<file path="config.mk">
export PLATFORM = sky130hd
export DESIGN_NAME = if_switch_control
export DESIGN_NICKNAME = d
export VERILOG_FILES = /design/src/pkg/if_switch_pkg.sv /design/src/rtl/envelope_slicer.sv /design/src/rtl/if_switch_control.sv
export SDC_FILE = /design/constraint.sdc
export NUM_CORES = 1
export LEC_CHECK = 0
export ABC_AREA = 1
export BUFFER_PORTS_ARGS = -buffer_cell sky130_fd_sc_hd__buf_2
export CORE_MARGIN = 2
export CORE_UTILIZATION = 44
export DETAILED_ROUTE_END_ITERATION = 8
export SLEW_MARGIN = 20
export SYNTH_ARGS = -nofsm -noshare
export SYNTH_HDL_FRONTEND = slang
export SYNTH_SLANG_ARGS = --single-unit
</file>
<file path="constraint.sdc">
create_clock -name clock -period 2.1 [get_ports clock]
set_input_delay 0.21 -clock clock [delete_from_list [all_inputs] [get_ports clock]]
set_output_delay 0.21 -clock clock [all_outputs]
set_load 0.05 [all_outputs]
</file>
<file path="src/pkg/if_switch_pkg.sv">
// shared constants and types of the switch matrix control
package if_switch_pkg;
  // ===========================================================
  // clock and timing
  localparam int unsigned CLOCK_MHZ    = 125;
  localparam int unsigned BIT_THRESH_US = 750;   // tone shorter than this is a one
  localparam int unsigned GAP_US        = 6000;  // silence that closes a frame
  localparam int unsigned TX_BIT_US     = 1500;
  localparam int unsigned TX_ONE_US     = 500;
  localparam int unsigned TX_ZERO_US    = 1000;
  localparam int unsigned BIT_THRESH_CYC = BIT_THRESH_US * CLOCK_MHZ;
  localparam int unsigned GAP_CYC        = GAP_US * CLOCK_MHZ;
  localparam int unsigned TX_BIT_CYC     = TX_BIT_US * CLOCK_MHZ;
  localparam int unsigned TX_ONE_CYC     = TX_ONE_US * CLOCK_MHZ;
  localparam int unsigned TX_ZERO_CYC    = TX_ZERO_US * CLOCK_MHZ;
  // ===========================================================
  // static level codes
  localparam logic [1:0] MODE_LNB    = 2'h0;
  localparam logic [1:0] MODE_SLAVE  = 2'h1;
  localparam logic [1:0] MODE_MASTER = 2'h2;
  localparam logic [1:0] MODE_SINGLE = 2'h3;
  localparam logic [1:0] GAIN_0DB    = 2'h0;
  localparam logic [1:0] GAIN_6DB    = 2'h1;
  localparam logic [1:0] GAIN_12DB   = 2'h2;
  // ===========================================================
  // bus frame bytes
  localparam logic [4:0] FRAMING_TOP = 5'h1c;  // framing bytes e0..e7
  localparam int unsigned FRAMING_REPLY_BIT = 1;  // e2/e3/e6/e7 ask for a reply
  localparam logic [7:0] REPLY_BYTE  = 8'he4;
  localparam logic [7:0] ADDR_ANY    = 8'h00;
  localparam logic [7:0] ADDR_FAMILY = 8'h10;
  localparam logic [7:0] ADDR_LNB    = 8'h11;
  localparam logic [7:0] ADDR_SWITCH = 8'h14;
  localparam logic [4:0] CMD_SWITCH_TOP = 5'h04;  // commands 20..27
  localparam logic [7:0] CMD_RESET   = 8'h00;
  localparam logic [7:0] CMD_SLEEP   = 8'h30;
  localparam logic [7:0] CMD_AWAKE   = 8'h31;
  localparam logic [7:0] CMD_WRITE_N0 = 8'h38;
  // ===========================================================
  // register map
  localparam logic [7:0] REG_CTRL   = 8'h00;
  localparam logic [7:0] REG_STATUS = 8'h04;
  localparam logic [7:0] REG_SELECT = 8'h08;
  localparam logic [7:0] REG_SWITCH = 8'h0c;
  localparam logic [3:0] CTRL_RESET = 4'h0;
  localparam logic [3:0] SEL_RESET  = 4'h0;   // first primary input
  localparam logic [3:0] SEL_CHAINED = 4'h8;  // ninth source
  // ===========================================================
  // types
  typedef struct packed {
    logic option;
    logic pos;
    logic pol;
    logic band;
  } switch_state_t;
  typedef struct packed {
    logic [7:0] framing;
    logic [7:0] addr;
    logic [7:0] cmd;
    logic [7:0] data;
  } frame_t;
  typedef enum logic [2:0] {
    TX_IDLE = 3'h1,
    TX_TONE = 3'h2,
    TX_GAP  = 3'h4
  } tx_state_t;
endpackage

</file>
<file path="src/rtl/envelope_slicer.sv">
// turns a command envelope into bytes and an end-of-frame pulse
`timescale 1ns/1ps
module envelope_slicer #(
  parameter int unsigned CW         = 20,
  parameter int unsigned THRESH_CYC = 93750,
  parameter int unsigned GAP_CYC    = 750000
) (
  input  wire logic       clock,
  input  wire logic       resetn,
  input  wire logic       env,
  output logic            byte_valid,
  output logic [7:0]      byte_data,
  output logic            parity_ok,
  output logic            frame_end
);
  generate
    if (GAP_CYC >= (64'd1 << CW) || THRESH_CYC >= GAP_CYC) begin : g_bad
      $error("envelope_slicer: counter too narrow or thresholds misordered");
    end
  endgenerate

  logic          env_reg;
  logic [CW-1:0] cnt_reg;
  logic [8:0]    shift_reg;
  logic [3:0]    nbits_reg;
  logic          active_reg;
  wire           fall     = env_reg & ~env;
  wire           rise     = ~env_reg & env;
  wire           bit_val  = (cnt_reg < CW'(THRESH_CYC));  // short tone is a one
  wire [8:0]     shifted  = {shift_reg[7:0], bit_val};
  wire           gap_hit  = ~env & active_reg & (cnt_reg == CW'(GAP_CYC));

  // tone and silence are timed by one counter, restarted at each edge
  always_ff @(posedge clock or negedge resetn) begin
    if (!resetn) begin
      env_reg    <= 1'b0;
      cnt_reg    <= '0;
      shift_reg  <= '0;
      nbits_reg  <= 4'h0;
      active_reg <= 1'b0;
    end else begin
      env_reg <= env;
      cnt_reg <= (rise | fall) ? '0 : (gap_hit ? cnt_reg : cnt_reg + 1'b1);
      if (fall) begin
        shift_reg  <= shifted;
        nbits_reg  <= (nbits_reg == 4'h8) ? 4'h0 : nbits_reg + 4'h1;
        active_reg <= 1'b1;
      end else if (gap_hit) begin
        nbits_reg  <= 4'h0;
        active_reg <= 1'b0;
      end
    end
  end

  // byte out after the ninth (parity) bit; odd parity over all nine
  always_ff @(posedge clock or negedge resetn) begin
    if (!resetn) begin
      byte_valid <= 1'b0;
      byte_data  <= 8'h00;
      parity_ok  <= 1'b0;
      frame_end  <= 1'b0;
    end else begin
      byte_valid <= fall & (nbits_reg == 4'h8);
      byte_data  <= shifted[8:1];
      parity_ok  <= ^shifted;
      frame_end  <= gap_hit;
    end
  end
endmodule

</file>
<file path="src/rtl/if_switch_control.sv">
// control logic of the eight-input, four-output if switch matrix
`timescale 1ns/1ps
module if_switch_control #(
  parameter int unsigned CHANNELS    = 4,
  parameter int unsigned CW          = 20,
  parameter int unsigned THRESH_CYC  = if_switch_pkg::BIT_THRESH_CYC,
  parameter int unsigned GAP_CYC     = if_switch_pkg::GAP_CYC,
  parameter int unsigned TX_BIT_CYC  = if_switch_pkg::TX_BIT_CYC,
  parameter int unsigned TX_ONE_CYC  = if_switch_pkg::TX_ONE_CYC,
  parameter int unsigned TX_ZERO_CYC = if_switch_pkg::TX_ZERO_CYC
) (
  input  wire logic                  clock,
  input  wire logic                  resetn,
  input  wire logic [CHANNELS-1:0]   cmd_bus_in,
  input  wire logic [CHANNELS-1:0]   vt_volt_in,
  input  wire logic [CHANNELS-1:0]   vt_tone_in,
  input  wire logic [CHANNELS-1:0]   rx_present_in,
  input  wire logic [1:0]            mode_in,
  input  wire logic [1:0]            gain_in,
  input  wire logic [7:0]            addr,
  input  wire logic [31:0]           wdata,
  input  wire logic                  wr,
  input  wire logic                  rd,
  output logic [31:0]                rdata,
  output logic [4*CHANNELS-1:0]      receiver_feed_sel,
  output logic [CHANNELS-1:0]        chained_feed_en,
  output logic [1:0]                 gain_code,
  output logic [1:0]                 mode_code,
  output logic [CHANNELS-1:0]        cmd_return_out
);
  generate
    if (CHANNELS != 4 || TX_ONE_CYC >= TX_ZERO_CYC || TX_ZERO_CYC >= TX_BIT_CYC
        || TX_BIT_CYC >= (64'd1 << CW)) begin : g_bad
      $error("if_switch_control: channel count or reply timing not servable");
    end
  endgenerate

  // ===========================================================
  // pin synchronisers
  localparam int unsigned PW = 4 * CHANNELS + 4;
  logic [PW-1:0] s1_reg;
  logic [PW-1:0] s2_reg;
  logic [PW-1:0] s3_reg;
  logic [PW-1:0] pin_reg;
  wire  [PW-1:0] pin_raw = {cmd_bus_in, vt_volt_in, vt_tone_in, rx_present_in,
                            mode_in, gain_in};

  // a bit only moves once the second and third stage agree
  always_ff @(posedge clock or negedge resetn) begin
    if (!resetn) begin
      s1_reg  <= '0;
      s2_reg  <= '0;
      s3_reg  <= '0;
      pin_reg <= '0;
    end else begin
      s1_reg  <= pin_raw;
      s2_reg  <= s1_reg;
      s3_reg  <= s2_reg;
      pin_reg <= (s2_reg & s3_reg) | (pin_reg & (s2_reg | s3_reg));
    end
  end

  wire [CHANNELS-1:0] env_s     = pin_reg[PW-1 -: CHANNELS];
  wire [CHANNELS-1:0] volt_s    = pin_reg[PW-1-CHANNELS -: CHANNELS];
  wire [CHANNELS-1:0] tone_s    = pin_reg[PW-1-2*CHANNELS -: CHANNELS];
  wire [CHANNELS-1:0] present_s = pin_reg[PW-1-3*CHANNELS -: CHANNELS];
  wire [1:0]          mode_s    = pin_reg[3:2];
  wire [1:0]          gain_s    = pin_reg[1:0];

  // ===========================================================
  // mode and gain
  // levels are static straps; they follow the filtered pins, which do not move in use
  wire master = (mode_code == if_switch_pkg::MODE_MASTER);
  wire lnb    = (mode_code == if_switch_pkg::MODE_LNB);

  always_ff @(posedge clock or negedge resetn) begin
    if (!resetn) begin
      mode_code       <= if_switch_pkg::MODE_LNB;
      gain_code       <= if_switch_pkg::GAIN_0DB;
      chained_feed_en <= '0;
    end else begin
      mode_code       <= mode_s;
      gain_code       <= (gain_s == 2'h3) ? if_switch_pkg::GAIN_12DB : gain_s;
      chained_feed_en <= {CHANNELS{mode_s == if_switch_pkg::MODE_MASTER}};
    end
  end

  // ===========================================================
  // register port
  logic [CHANNELS-1:0] ctrl_reg;   // per channel: return output shows envelope
  logic [CHANNELS-1:0] bus_ctl;
  logic [CHANNELS-1:0] asleep;
  logic [4*CHANNELS-1:0] sw_flat;

  wire hit_ctrl   = (addr == if_switch_pkg::REG_CTRL);
  wire hit_status = (addr == if_switch_pkg::REG_STATUS);
  wire hit_select = (addr == if_switch_pkg::REG_SELECT);
  wire hit_switch = (addr == if_switch_pkg::REG_SWITCH);
  wire [31:0] rd_mux =
      hit_ctrl   ? {28'h0, ctrl_reg} :
      hit_status ? {20'h0, asleep, bus_ctl, gain_code, mode_code} :
      hit_select ? {16'h0, receiver_feed_sel} :
      hit_switch ? {16'h0, sw_flat} : 32'h0;  // unmapped reads zero

  always_ff @(posedge clock or negedge resetn) begin
    if (!resetn) begin
      ctrl_reg <= if_switch_pkg::CTRL_RESET;
      rdata    <= 32'h0;
    end else begin
      if (wr && hit_ctrl) begin
        ctrl_reg <= wdata[CHANNELS-1:0];
      end
      rdata <= rd ? rd_mux : 32'h0;  // data stand only in the cycle after the strobe
    end
  end

  // ===========================================================
  // per channel decoder
  genvar ch;
  generate
    for (ch = 0; ch < CHANNELS; ch++) begin : g_ch
      logic        byte_valid;
      logic [7:0]  byte_data;
      logic        parity_ok;
      logic        frame_end;

      // each channel listens only to its own command pin
      envelope_slicer #(
        .CW         (CW),
        .THRESH_CYC (THRESH_CYC),
        .GAP_CYC    (GAP_CYC)
      ) u_slicer (
        .clock      (clock),
        .resetn     (resetn),
        .env        (env_s[ch]),
        .byte_valid (byte_valid),
        .byte_data  (byte_data),
        .parity_ok  (parity_ok),
        .frame_end  (frame_end)
      );

      if_switch_pkg::frame_t        frame_reg;
      if_switch_pkg::switch_state_t sw_reg;
      if_switch_pkg::switch_state_t sw_next;
      logic [2:0]  nbytes_reg;
      logic        bad_reg;
      logic        present_reg;
      logic        bus_reg;
      logic        sleep_reg;
      logic [3:0]  sel_reg;

      // ---- frame acceptance
      wire framing_ok = (frame_reg.framing[7:3] == if_switch_pkg::FRAMING_TOP);
      wire common_ok  = (frame_reg.addr == if_switch_pkg::ADDR_ANY)
                      | (frame_reg.addr == if_switch_pkg::ADDR_FAMILY);
      wire lnb_addr   = (frame_reg.addr == if_switch_pkg::ADDR_LNB);
      wire sw_addr    = (frame_reg.addr == if_switch_pkg::ADDR_SWITCH);
      // lnb mode takes lnb traffic, every other mode takes switcher traffic
      wire addr_ok    = common_ok | (lnb ? lnb_addr : sw_addr);
      wire is_awake   = (frame_reg.cmd == if_switch_pkg::CMD_AWAKE);
      wire exec = frame_end & ~bad_reg & (nbytes_reg >= 3'h3) & framing_ok & addr_ok
                & (~sleep_reg | is_awake);
      wire connect = present_s[ch] & ~present_reg;  // a receiver newly attached

      // ---- command effects on the switch state
      wire is_switch = (frame_reg.cmd[7:3] == if_switch_pkg::CMD_SWITCH_TOP);
      wire is_n0     = (frame_reg.cmd == if_switch_pkg::CMD_WRITE_N0)
                     & (nbytes_reg >= 3'h4);
      wire is_reset  = (frame_reg.cmd == if_switch_pkg::CMD_RESET);
      always_comb begin
        sw_next = sw_reg;
        if (is_switch) begin
          case (frame_reg.cmd[1:0])
            2'h0:    sw_next.band   = frame_reg.cmd[2];
            2'h1:    sw_next.pol    = frame_reg.cmd[2];
            2'h2:    sw_next.pos    = frame_reg.cmd[2];
            default: sw_next.option = frame_reg.cmd[2];
          endcase
        end else if (is_n0) begin
          // high nibble says which state bits change, low nibble their values
          sw_next = (sw_reg & ~frame_reg.data[7:4]) | (frame_reg.data[3:0] & frame_reg.data[7:4]);
        end else if (is_reset) begin
          sw_next = '0;
        end
      end

      // ---- source index: bus state or voltage/tone levels
      wire [3:0] vt_idx  = {1'b0, 1'b0, volt_s[ch], tone_s[ch]};
      wire [3:0] bus_idx = {1'b0, sw_reg.pos, sw_reg.pol, sw_reg.band};
      wire [3:0] base    = bus_reg ? bus_idx : vt_idx;
      // option b picks the chained feed, which only exists in master mode
      wire [3:0] sel_next = (bus_reg & sw_reg.option & master)
                          ? if_switch_pkg::SEL_CHAINED : base;

      // ---- frame capture
      always_ff @(posedge clock or negedge resetn) begin
        if (!resetn) begin
          frame_reg  <= '0;
          nbytes_reg <= 3'h0;
          bad_reg    <= 1'b0;
        end else if (frame_end) begin
          nbytes_reg <= 3'h0;
          bad_reg    <= 1'b0;
        end else if (byte_valid) begin
          case (nbytes_reg)
            3'h0:    frame_reg.framing <= byte_data;
            3'h1:    frame_reg.addr    <= byte_data;
            3'h2:    frame_reg.cmd     <= byte_data;
            3'h3:    frame_reg.data    <= byte_data;
            default: frame_reg.data    <= frame_reg.data;  // surplus bytes dropped
          endcase
          nbytes_reg <= (nbytes_reg == 3'h7) ? nbytes_reg : nbytes_reg + 3'h1;
          bad_reg    <= bad_reg | ~parity_ok;
        end
      end

      // ---- control source and switch state
      always_ff @(posedge clock or negedge resetn) begin
        if (!resetn) begin
          present_reg <= 1'b0;
          bus_reg     <= 1'b0;   // voltage/tone after power-up
          sleep_reg   <= 1'b0;
          sw_reg      <= '0;
          sel_reg     <= if_switch_pkg::SEL_RESET;
        end else begin
          present_reg <= present_s[ch];
          // a valid command wins over a connect in the same cycle
          if (exec) begin
            bus_reg <= 1'b1;
          end else if (connect) begin
            bus_reg <= 1'b0;
          end
          if (exec) begin
            sw_reg <= sw_next;
            if (frame_reg.cmd == if_switch_pkg::CMD_SLEEP) begin
              sleep_reg <= 1'b1;
            end else if (is_awake || is_reset) begin
              sleep_reg <= 1'b0;
            end
          end
          sel_reg <= sel_next;
        end
      end

      // ---- reply serializer
      if_switch_pkg::tx_state_t tx_state;
      logic [CW-1:0] tx_cnt;
      logic [8:0]    tx_shift;
      logic [3:0]    tx_left;
      logic          tx_level;
      wire [CW-1:0]  tone_len = tx_shift[8] ? CW'(TX_ONE_CYC) : CW'(TX_ZERO_CYC);
      wire           want_reply = exec & frame_reg.framing[if_switch_pkg::FRAMING_REPLY_BIT];

      // one reply byte with odd parity, each bit a tone then silence
      always_ff @(posedge clock or negedge resetn) begin
        if (!resetn) begin
          tx_state <= if_switch_pkg::TX_IDLE;
          tx_cnt   <= '0;
          tx_shift <= 9'h0;
          tx_left  <= 4'h0;
          tx_level <= 1'b0;
        end else begin
          tx_cnt <= tx_cnt + 1'b1;
          case (tx_state)
            if_switch_pkg::TX_IDLE: begin
              tx_level <= 1'b0;
              if (want_reply) begin
                tx_shift <= {if_switch_pkg::REPLY_BYTE, ~^if_switch_pkg::REPLY_BYTE};
                tx_left  <= 4'h9;
                tx_cnt   <= '0;
                tx_level <= 1'b1;
                tx_state <= if_switch_pkg::TX_TONE;
              end
            end
            if_switch_pkg::TX_TONE: begin
              if (tx_cnt == tone_len - 1'b1) begin
                tx_level <= 1'b0;
                tx_state <= if_switch_pkg::TX_GAP;
              end
            end
            if_switch_pkg::TX_GAP: begin
              if (tx_cnt == CW'(TX_BIT_CYC) - 1'b1) begin
                tx_cnt   <= '0;
                tx_shift <= {tx_shift[7:0], 1'b0};
                tx_left  <= tx_left - 4'h1;
                if (tx_left == 4'h1) begin
                  tx_state <= if_switch_pkg::TX_IDLE;
                end else begin
                  tx_level <= 1'b1;
                  tx_state <= if_switch_pkg::TX_TONE;
                end
              end
            end
            default: begin
              tx_level <= 1'b0;
              tx_state <= if_switch_pkg::TX_IDLE;
            end
          endcase
        end
      end

      // return pin: envelope passthrough or reply, chosen by software
      always_ff @(posedge clock or negedge resetn) begin
        if (!resetn) begin
          cmd_return_out[ch] <= 1'b0;
        end else begin
          cmd_return_out[ch] <= ctrl_reg[ch] ? env_s[ch] : tx_level;
        end
      end

      assign receiver_feed_sel[4*ch +: 4] = sel_reg;
      assign bus_ctl[ch]                  = bus_reg;
      assign asleep[ch]                   = sleep_reg;
      assign sw_flat[4*ch +: 4]           = sw_reg;
    end
  endgenerate
endmodule

</file>
==> metrics.txt, run 1 <==
outcome=finished, final reports clean; Synth Area per Inst=about 8.5 um^2; Tmin final=about 2 ns; Cell Pwr Density=roughly 900 nW/um^2; Worst Path Required=approximately 2.6 ns; DIE AREA=between 60000 and 70000 um^2; Largest register FFs=120; Synth Warn #=0; mux share of post-synthesis cell area=less than 1%; Final setup viols=0; design area=33400 um^2; Root Driver=clkbuf_16; Worst Path Max Fanout=9; Vias=~22k; gr usage total=between 10% and 20%; clock-pin slew on the worst setup and hold paths=approximately 0.060 ns; startpoint class of the critical path=register; nets=about 3.7k; worst path cell trace=ha_2 -> ha_1 -> nor2_1 -> nand2_1 -> nand3_1 -> nor2_2 -> nand4_1 -> nand2_4 -> buf_4 -> a21boi_0; post-synthesis cell type count=56; Worst Hold Class=in2async; leakage=~0.016 uW; CP top delay family=simple AND/OR/NAND/NOR gates; Mapped Cells=roughly 3.4k; Post-Synth Adder-Cell Area=slightly above 3%; worst slew pin tran=approximately 0.57 ns; Synth Area in Compound Gates=under 10%; pin count of the biggest net entering global routing=97; Critical Path End Type=register; die height=261 um; max_cap viols=0; critical path's slowest cell=dfrtp_1; worst-skew pair later-pin latency=approximately 0.6 ns; final WL=61800 um; Layout Skew=~0.021 ns; Crit Path Class=reg2reg; sequential area share after synthesis=53.2%; io pins=~120; Fmax achieved=between 400 and 500 MHz; post-synth top area cell=dfrtp_1; top cells by count, synth=851 x nand2_1, 613 x dfrtp_1, 426 x inv_1, 311 x nor2_1, 240 x o21ai_0; DR pass1 iterations=5; antenna violations before repair=0; Rows=94; first-pass GRT wire length=104000 um; Num CTS Buffers=69; DP Area=about 31000 um^2; number of remaining DRC errors=0; I/O Buffers=between 70 and 80; vias in the first global route=~21k; Worst VDD drop=0.602 mV; mapped cell area=29000 um^2; number of synthesized flops with an enable pin=0; Die Wd=~260 um; area grow syn2layout=15.0%; Sink Count=approximately 620; grt total ovfl=0; initial core utilization=44.3%; Core Util, Final=approximately half; max incr delay on CP=roughly 0.4 ns; CTS tree=done; Slew headroom=roughly 62%; HPWL Detailed=about 43000 um; FF/Latch Area=around 15000 um^2; final hold viol count=0; Vias/cell=4.88; n_diodes=0; Synth area leaders=dfrtp_1 53%, nand2_1 11%, inv_1 5.5%; async set-reset flop share out of synthesis=100%; GP Congestion=around 0.9; Top FF cell, synth=dfrtp_1; most frequent cell after synthesis=nand2_1; core area=about 66000 um^2; CP Buf/Inv Count=1; layout filler cell count=6113; H-tree levels=3; synthesized flop and latch total=between 600 and 700; Synth Area in XOR/XNOR=approximately 3.2%; Detail Route Antenna Nets=0; share of layout cells above drive strength 1=under 10%; max-slew violations=0; Avg WL per Cell=approximately 14 um; Post-Synth Simple-Gate Area=24.3%; area share of the largest cell type after synthesis=a little over half; clk buf depth=3; area occupied by multi-input gates=11500 um^2; Period Utilization, post-route=~95%; Worst Path Arrival=~2.5 ns; DR iter-0 viols=1792; main combinational cell family by area after synthesis=simple AND/OR/NAND/NOR gates
cell type report:
class                      count  area share (%)
multi-input combinational   2292            34.6
timing repair buffer         168            3.87
inverter                     438            4.93
tap                          864            3.24
clock inverter                25           0.933
sequential                   617            46.3
clock buffer                 100            6.16
what timing repair did:
| action | CTS | global route |
|---|---|---|
| endpoints found under the hold margin | 610 | 0 |
| buffers inserted | 0 | 3 |
| resized for setup | 0 | 17 |
| hold buffers | 26 | 0 |
| endpoints found under the setup margin | 0 | 93 |
power breakdown:
| group | total, uW | leakage, uW | switching [uW] | internal [uW] |
|---|---|---|---|---|
| sequential | 13800 | 0.00818 | 804 | 13000 |
| combinational | 3860 | 0.00688 | 2400 | 1450 |
| clock | 12500 | 0.00116 | 4880 | 7570 |
| total | 30100 | 0.0162 | 8090 | 22000 |
routing by layer:
metal	share of wire, %	up-vias	track usage (%)
li1	-	11300	-
met1	51	10300	27.5
met2	44	322	28.1
met3	3.6	83	3.05
met4	2.1	0	4.95
met5	0	-	0
metrics by stage:
stage / power (uW) / cells / setup TNS [ns] / setup WS (ns) / hold WS [ns]
2_1_floorplan: 16500 / 3428 / 0 / 0.353 / -0.0856
6_report: 30100 / 4504 / 0 / 0.0997 / 0.0581
5_1_grt: 31700 / 4504 / -0.00423 / -0.00423 / 0.0348
3_5_place_dp: 17900 / 4350 / 0 / 0.0786 / 0.0861
4_1_cts: 30500 / 4501 / 0 / 0.0687 / 0.0224
3_3_place_gp: 17800 / 4350 / 0 / 0.138 / 0.0860
cell usage in the layout (no fill, tap or decap), types with 26 or more instances in the layout:
cell,count
ha_1,54
a21oi_1,157
dfrtp_1,612
xnor2_1,37
buf_4,48
nor2_1,309
dlygate4sd3_1,26
o21ai_0,240
nor3_1,81
xor2_1,69
nand2_1,851
nand3_1,224
clkbuf_16,72
inv_1,426
buf_2,78
nand4_1,62
nand3b_1,27
kinds of logic (layout without fill, tap and decap cells):
logic type | Yosys count | after routing
buffers and inverters | 519 | 731
AO/OA/AOI/OAI | 457 | 457
adder cells (fa/ha/maj) | 76 | 76
flip-flops | 617 | 617
AND/OR/NAND/NOR | 1630 | 1630
other | 1 | 16
XOR/XNOR | 106 | 106
multiplexers | 7 | 7
worst paths after layout:
path	startpoint	slack (ns)	cells after the start	end
min	resetn	0.06	2	s3_reg[7]
max in group asynchronous	resetn	1.23	4	g_ch[2].u_slicer.cnt_reg[4]
max	g_ch[3].nbytes_reg[1]	0.1	10	g_ch[3].tx_cnt[1]
min in group clock	wr	0.06	3	ctrl_reg[3]
min reg2reg	s1_reg[17]	0.35	0	s2_reg[17]
max reg2reg	g_ch[3].nbytes_reg[1]	0.1	10	g_ch[3].tx_cnt[1]
(Power assumes the default switching activity.)
==> inputs of run 2 (changes only) <==
--- a/config.mk
+++ b/config.mk
@@ -10,6 +10,7 @@
 export CORE_MARGIN = 2
 export CORE_UTILIZATION = 44
 export DETAILED_ROUTE_END_ITERATION = 8
+export PLACE_DENSITY = 0.72
 export SLEW_MARGIN = 20
 export SYNTH_ARGS = -nofsm -noshare
 export SYNTH_HDL_FRONTEND = slang
==> run 2 against run 1 <==
Compared with the run above:
- sequential cell count is the same
- clock power barely moved
- cell count is essentially flat
- clock skew is 0.0042 ns higher
- fmax rose by 0.16%
- critical path depth unchanged
- global-route usage decreased by 0.25 points
- hold slack worse by 0.014 ns
- final area hardly changed
- combinational power hardly changed
- critical path type unchanged
- largest power group unchanged
==> metrics.txt, run 2 (synthesis results as in run 1) <==
Vias/cell=4.95 (+1.3%); CP Buf/Inv Count=1 (unchanged); Root Driver=clkbuf_16; DR pass1 iterations=7 (+2); share of layout cells above drive strength 1=9.71% (+0.15 points); DR iter-0 viols=1878 (+4.8%); worst path cell trace=ha_2 -> ha_1 -> nor2_1 -> nand2_1 -> nand3_1 -> nor2_2 -> nand4_1 -> nand2_4 -> buf_8 -> a21boi_0; vias in the first global route=21.2k (+2.4%); commonest non-fill, non-tap cell in the layout=nand2_1; Crit Path Class=reg2reg; Non-Filler Instances=4508 (+0.089%); Net Sw Frac=27.2% (+0.29 points); H-tree levels=3 (unchanged); antenna violations before repair=1 (+1); max-slew violations=0 (unchanged); area grow syn2layout=14.9% (about the same); worst-skew pair later-pin latency=0.61 ns (about the same); Num CTS Buffers=68 (-1.4%); Worst Path Required=2.57 ns (about the same); I/O Buffers=79 (unchanged); Fmax achieved=501 MHz (+0.16%); worst slew pin tran=0.653 ns (+0.0833 ns); io pins=124 (unchanged); max_cap viols=0 (unchanged); Critical Path End Type=register; FF/Latch Area=15400 um^2 (about the same); Clock Power Share=41.1% (-0.3 points); Int Pwr=21900 uW (-0.53%); Period Utilization, post-route=95.1% (-0.15 points); CTS tree=done; Worst VDD drop=0.605 mV (+0.55%); Largest register FFs=120 (unchanged); first-pass GRT wire length=104000 um (-0.75%); clock-pin slew on the worst setup and hold paths=0.06 ns (about the same); gr usage total=18.3% (-0.25 points); sequential share of power=46.0% (+0.2 points); DIE AREA=68000 um^2 (unchanged); critical path's slowest cell=dfrtp_1; layout filler cell count=5895 (-3.6%); Worst Path Max Fanout=18 (+9); most frequent cells in the layout=851 x nand2_1, 613 x dfrtp_1, 426 x inv_1, 310 x nor2_1, 240 x o21ai_0; pre-CTS WS=0.0246 ns (-0.0540 ns); core area=65500 um^2 (unchanged); Vias=22.3k (+1.4%); Tmin final=2.00 ns (-0.00320 ns); HPWL Detailed=42800 um (-1.6%); Avg WL per Cell=13.5 um (-1.4%); Die Wd=261 um (unchanged); final hold viol count=0 (unchanged); max incr delay on CP=0.39 ns (about the same); Worst Hold Class=in2reg; total power=30100 uW (-0.12%); CP top delay family=simple AND/OR/NAND/NOR gates; Final setup viols=0 (unchanged); Rows=94 (unchanged); Placed Cells=4350 (unchanged); initial core utilization=44.3% (unchanged); outcome=finished, final reports clean; Worst Setup Slack, final=0.103 ns (+0.00320 ns); number of remaining DRC errors=0 (unchanged); RSZ-0062 raised after global routing=yes; area occupied by multi-input gates=11500 um^2 (-0.21%); Cell Pwr Density=901 nW/um^2 (about the same); GP Congestion=0.903 (+0.79%); Logic pwr share=12.9% (about the same); final WL=61000 um (-1.3%); leakage=0.0162 uW (about the same); Detail Route Antenna Nets=0 (unchanged); die height=261 um (unchanged); Layout Skew=0.0253 ns (+0.00421 ns); Slew headroom=56.4% (-5.4 points); pin count of the biggest net entering global routing=115 (+19%); grt total ovfl=0 (unchanged); Switch Pwr=8170 uW (+0.97%); startpoint class of the critical path=register; n_diodes=0 (unchanged); WHS=0.0444 ns (-0.0137 ns); nets=3708 (+0.054%); Sink Count=617 (unchanged); Worst Path Arrival=2.47 ns (about the same); clk buf depth=3 (unchanged)
-- run 2: layout make-up --
cell class,instances,share of cell area [%]
sequential,617,46.3
timing repair buffer,171,3.89
multi-input combinational,2292,34.5
inverter,438,4.93
tap,864,3.24
clock inverter,35,1.17
clock buffer,91,5.94
-- run 2: path summary, 6_finish.rpt --
| check | startpoint | to | slack, ns | cells past startpoint |
|---|---|---|---|---|
| setup / recovery | g_ch[3].nbytes_reg[1] | g_ch[3].tx_cnt[1] | 0.10 | 10 |
| hold / removal | wr | ctrl_reg[3] | 0.04 | 3 |
| setup reg to reg | g_ch[3].nbytes_reg[1] | g_ch[3].tx_cnt[1] | 0.10 | 10 |
| hold reg to reg | s1_reg[7] | s2_reg[7] | 0.33 | 0 |
| max in group asynchronous | resetn | g_ch[1].tx_shift[8] | 1.05 | 3 |
| min in group asynchronous | resetn | g_ch[2].tx_cnt[3] | 0.07 | 2 |
-- run 2: repair_timing --
item	in CTS	in global routing
buffers inserted	0	6
endpoints found under the setup margin	0	56
hold endpoints to repair	456	0
gates resized for setup	0	10
hold buffers	26	0
-- run 2: power groups by stage --
stage / Clock, uW / Sequential (uW) / Combinational (uW)
after floorplan: 0 / 13900 / 2640
after global placement: 0 / 14000 / 3610
after detailed placement: 0 / 14000 / 3780
after CTS: 12700 / 13800 / 3890
after global routing: 13200 / 14000 / 4440
final: 12400 / 13800 / 3880
-- run 2: stage by stage --
stage          area [um^2]  util, %  setup TNS [ns]
2_1_floorplan        29100        -               0
3_3_place_gp         30600     46.8               0
3_5_place_dp         30600     46.8               0
4_1_cts              33300     50.8               0
5_1_grt              33400     50.9         -0.0192
6_report             33400     50.9               0
-- run 2: worst min-delay path, cell delays in order --
cell and delay, ns:
buf_2 0.11, nand2_4 0.12, mux2_4 0.16
-- run 2: metal layers --
metal / up-vias / wire length, um / global-route usage (%)
li1: 11300 / - / -
met1: 10500 / 29200 / 25.5
met2: 400 / 27600 / 29.0
met3: 104 / 2540 / 3.05
met4: 0 / 1730 / 6.13
met5: - / 0 / 0
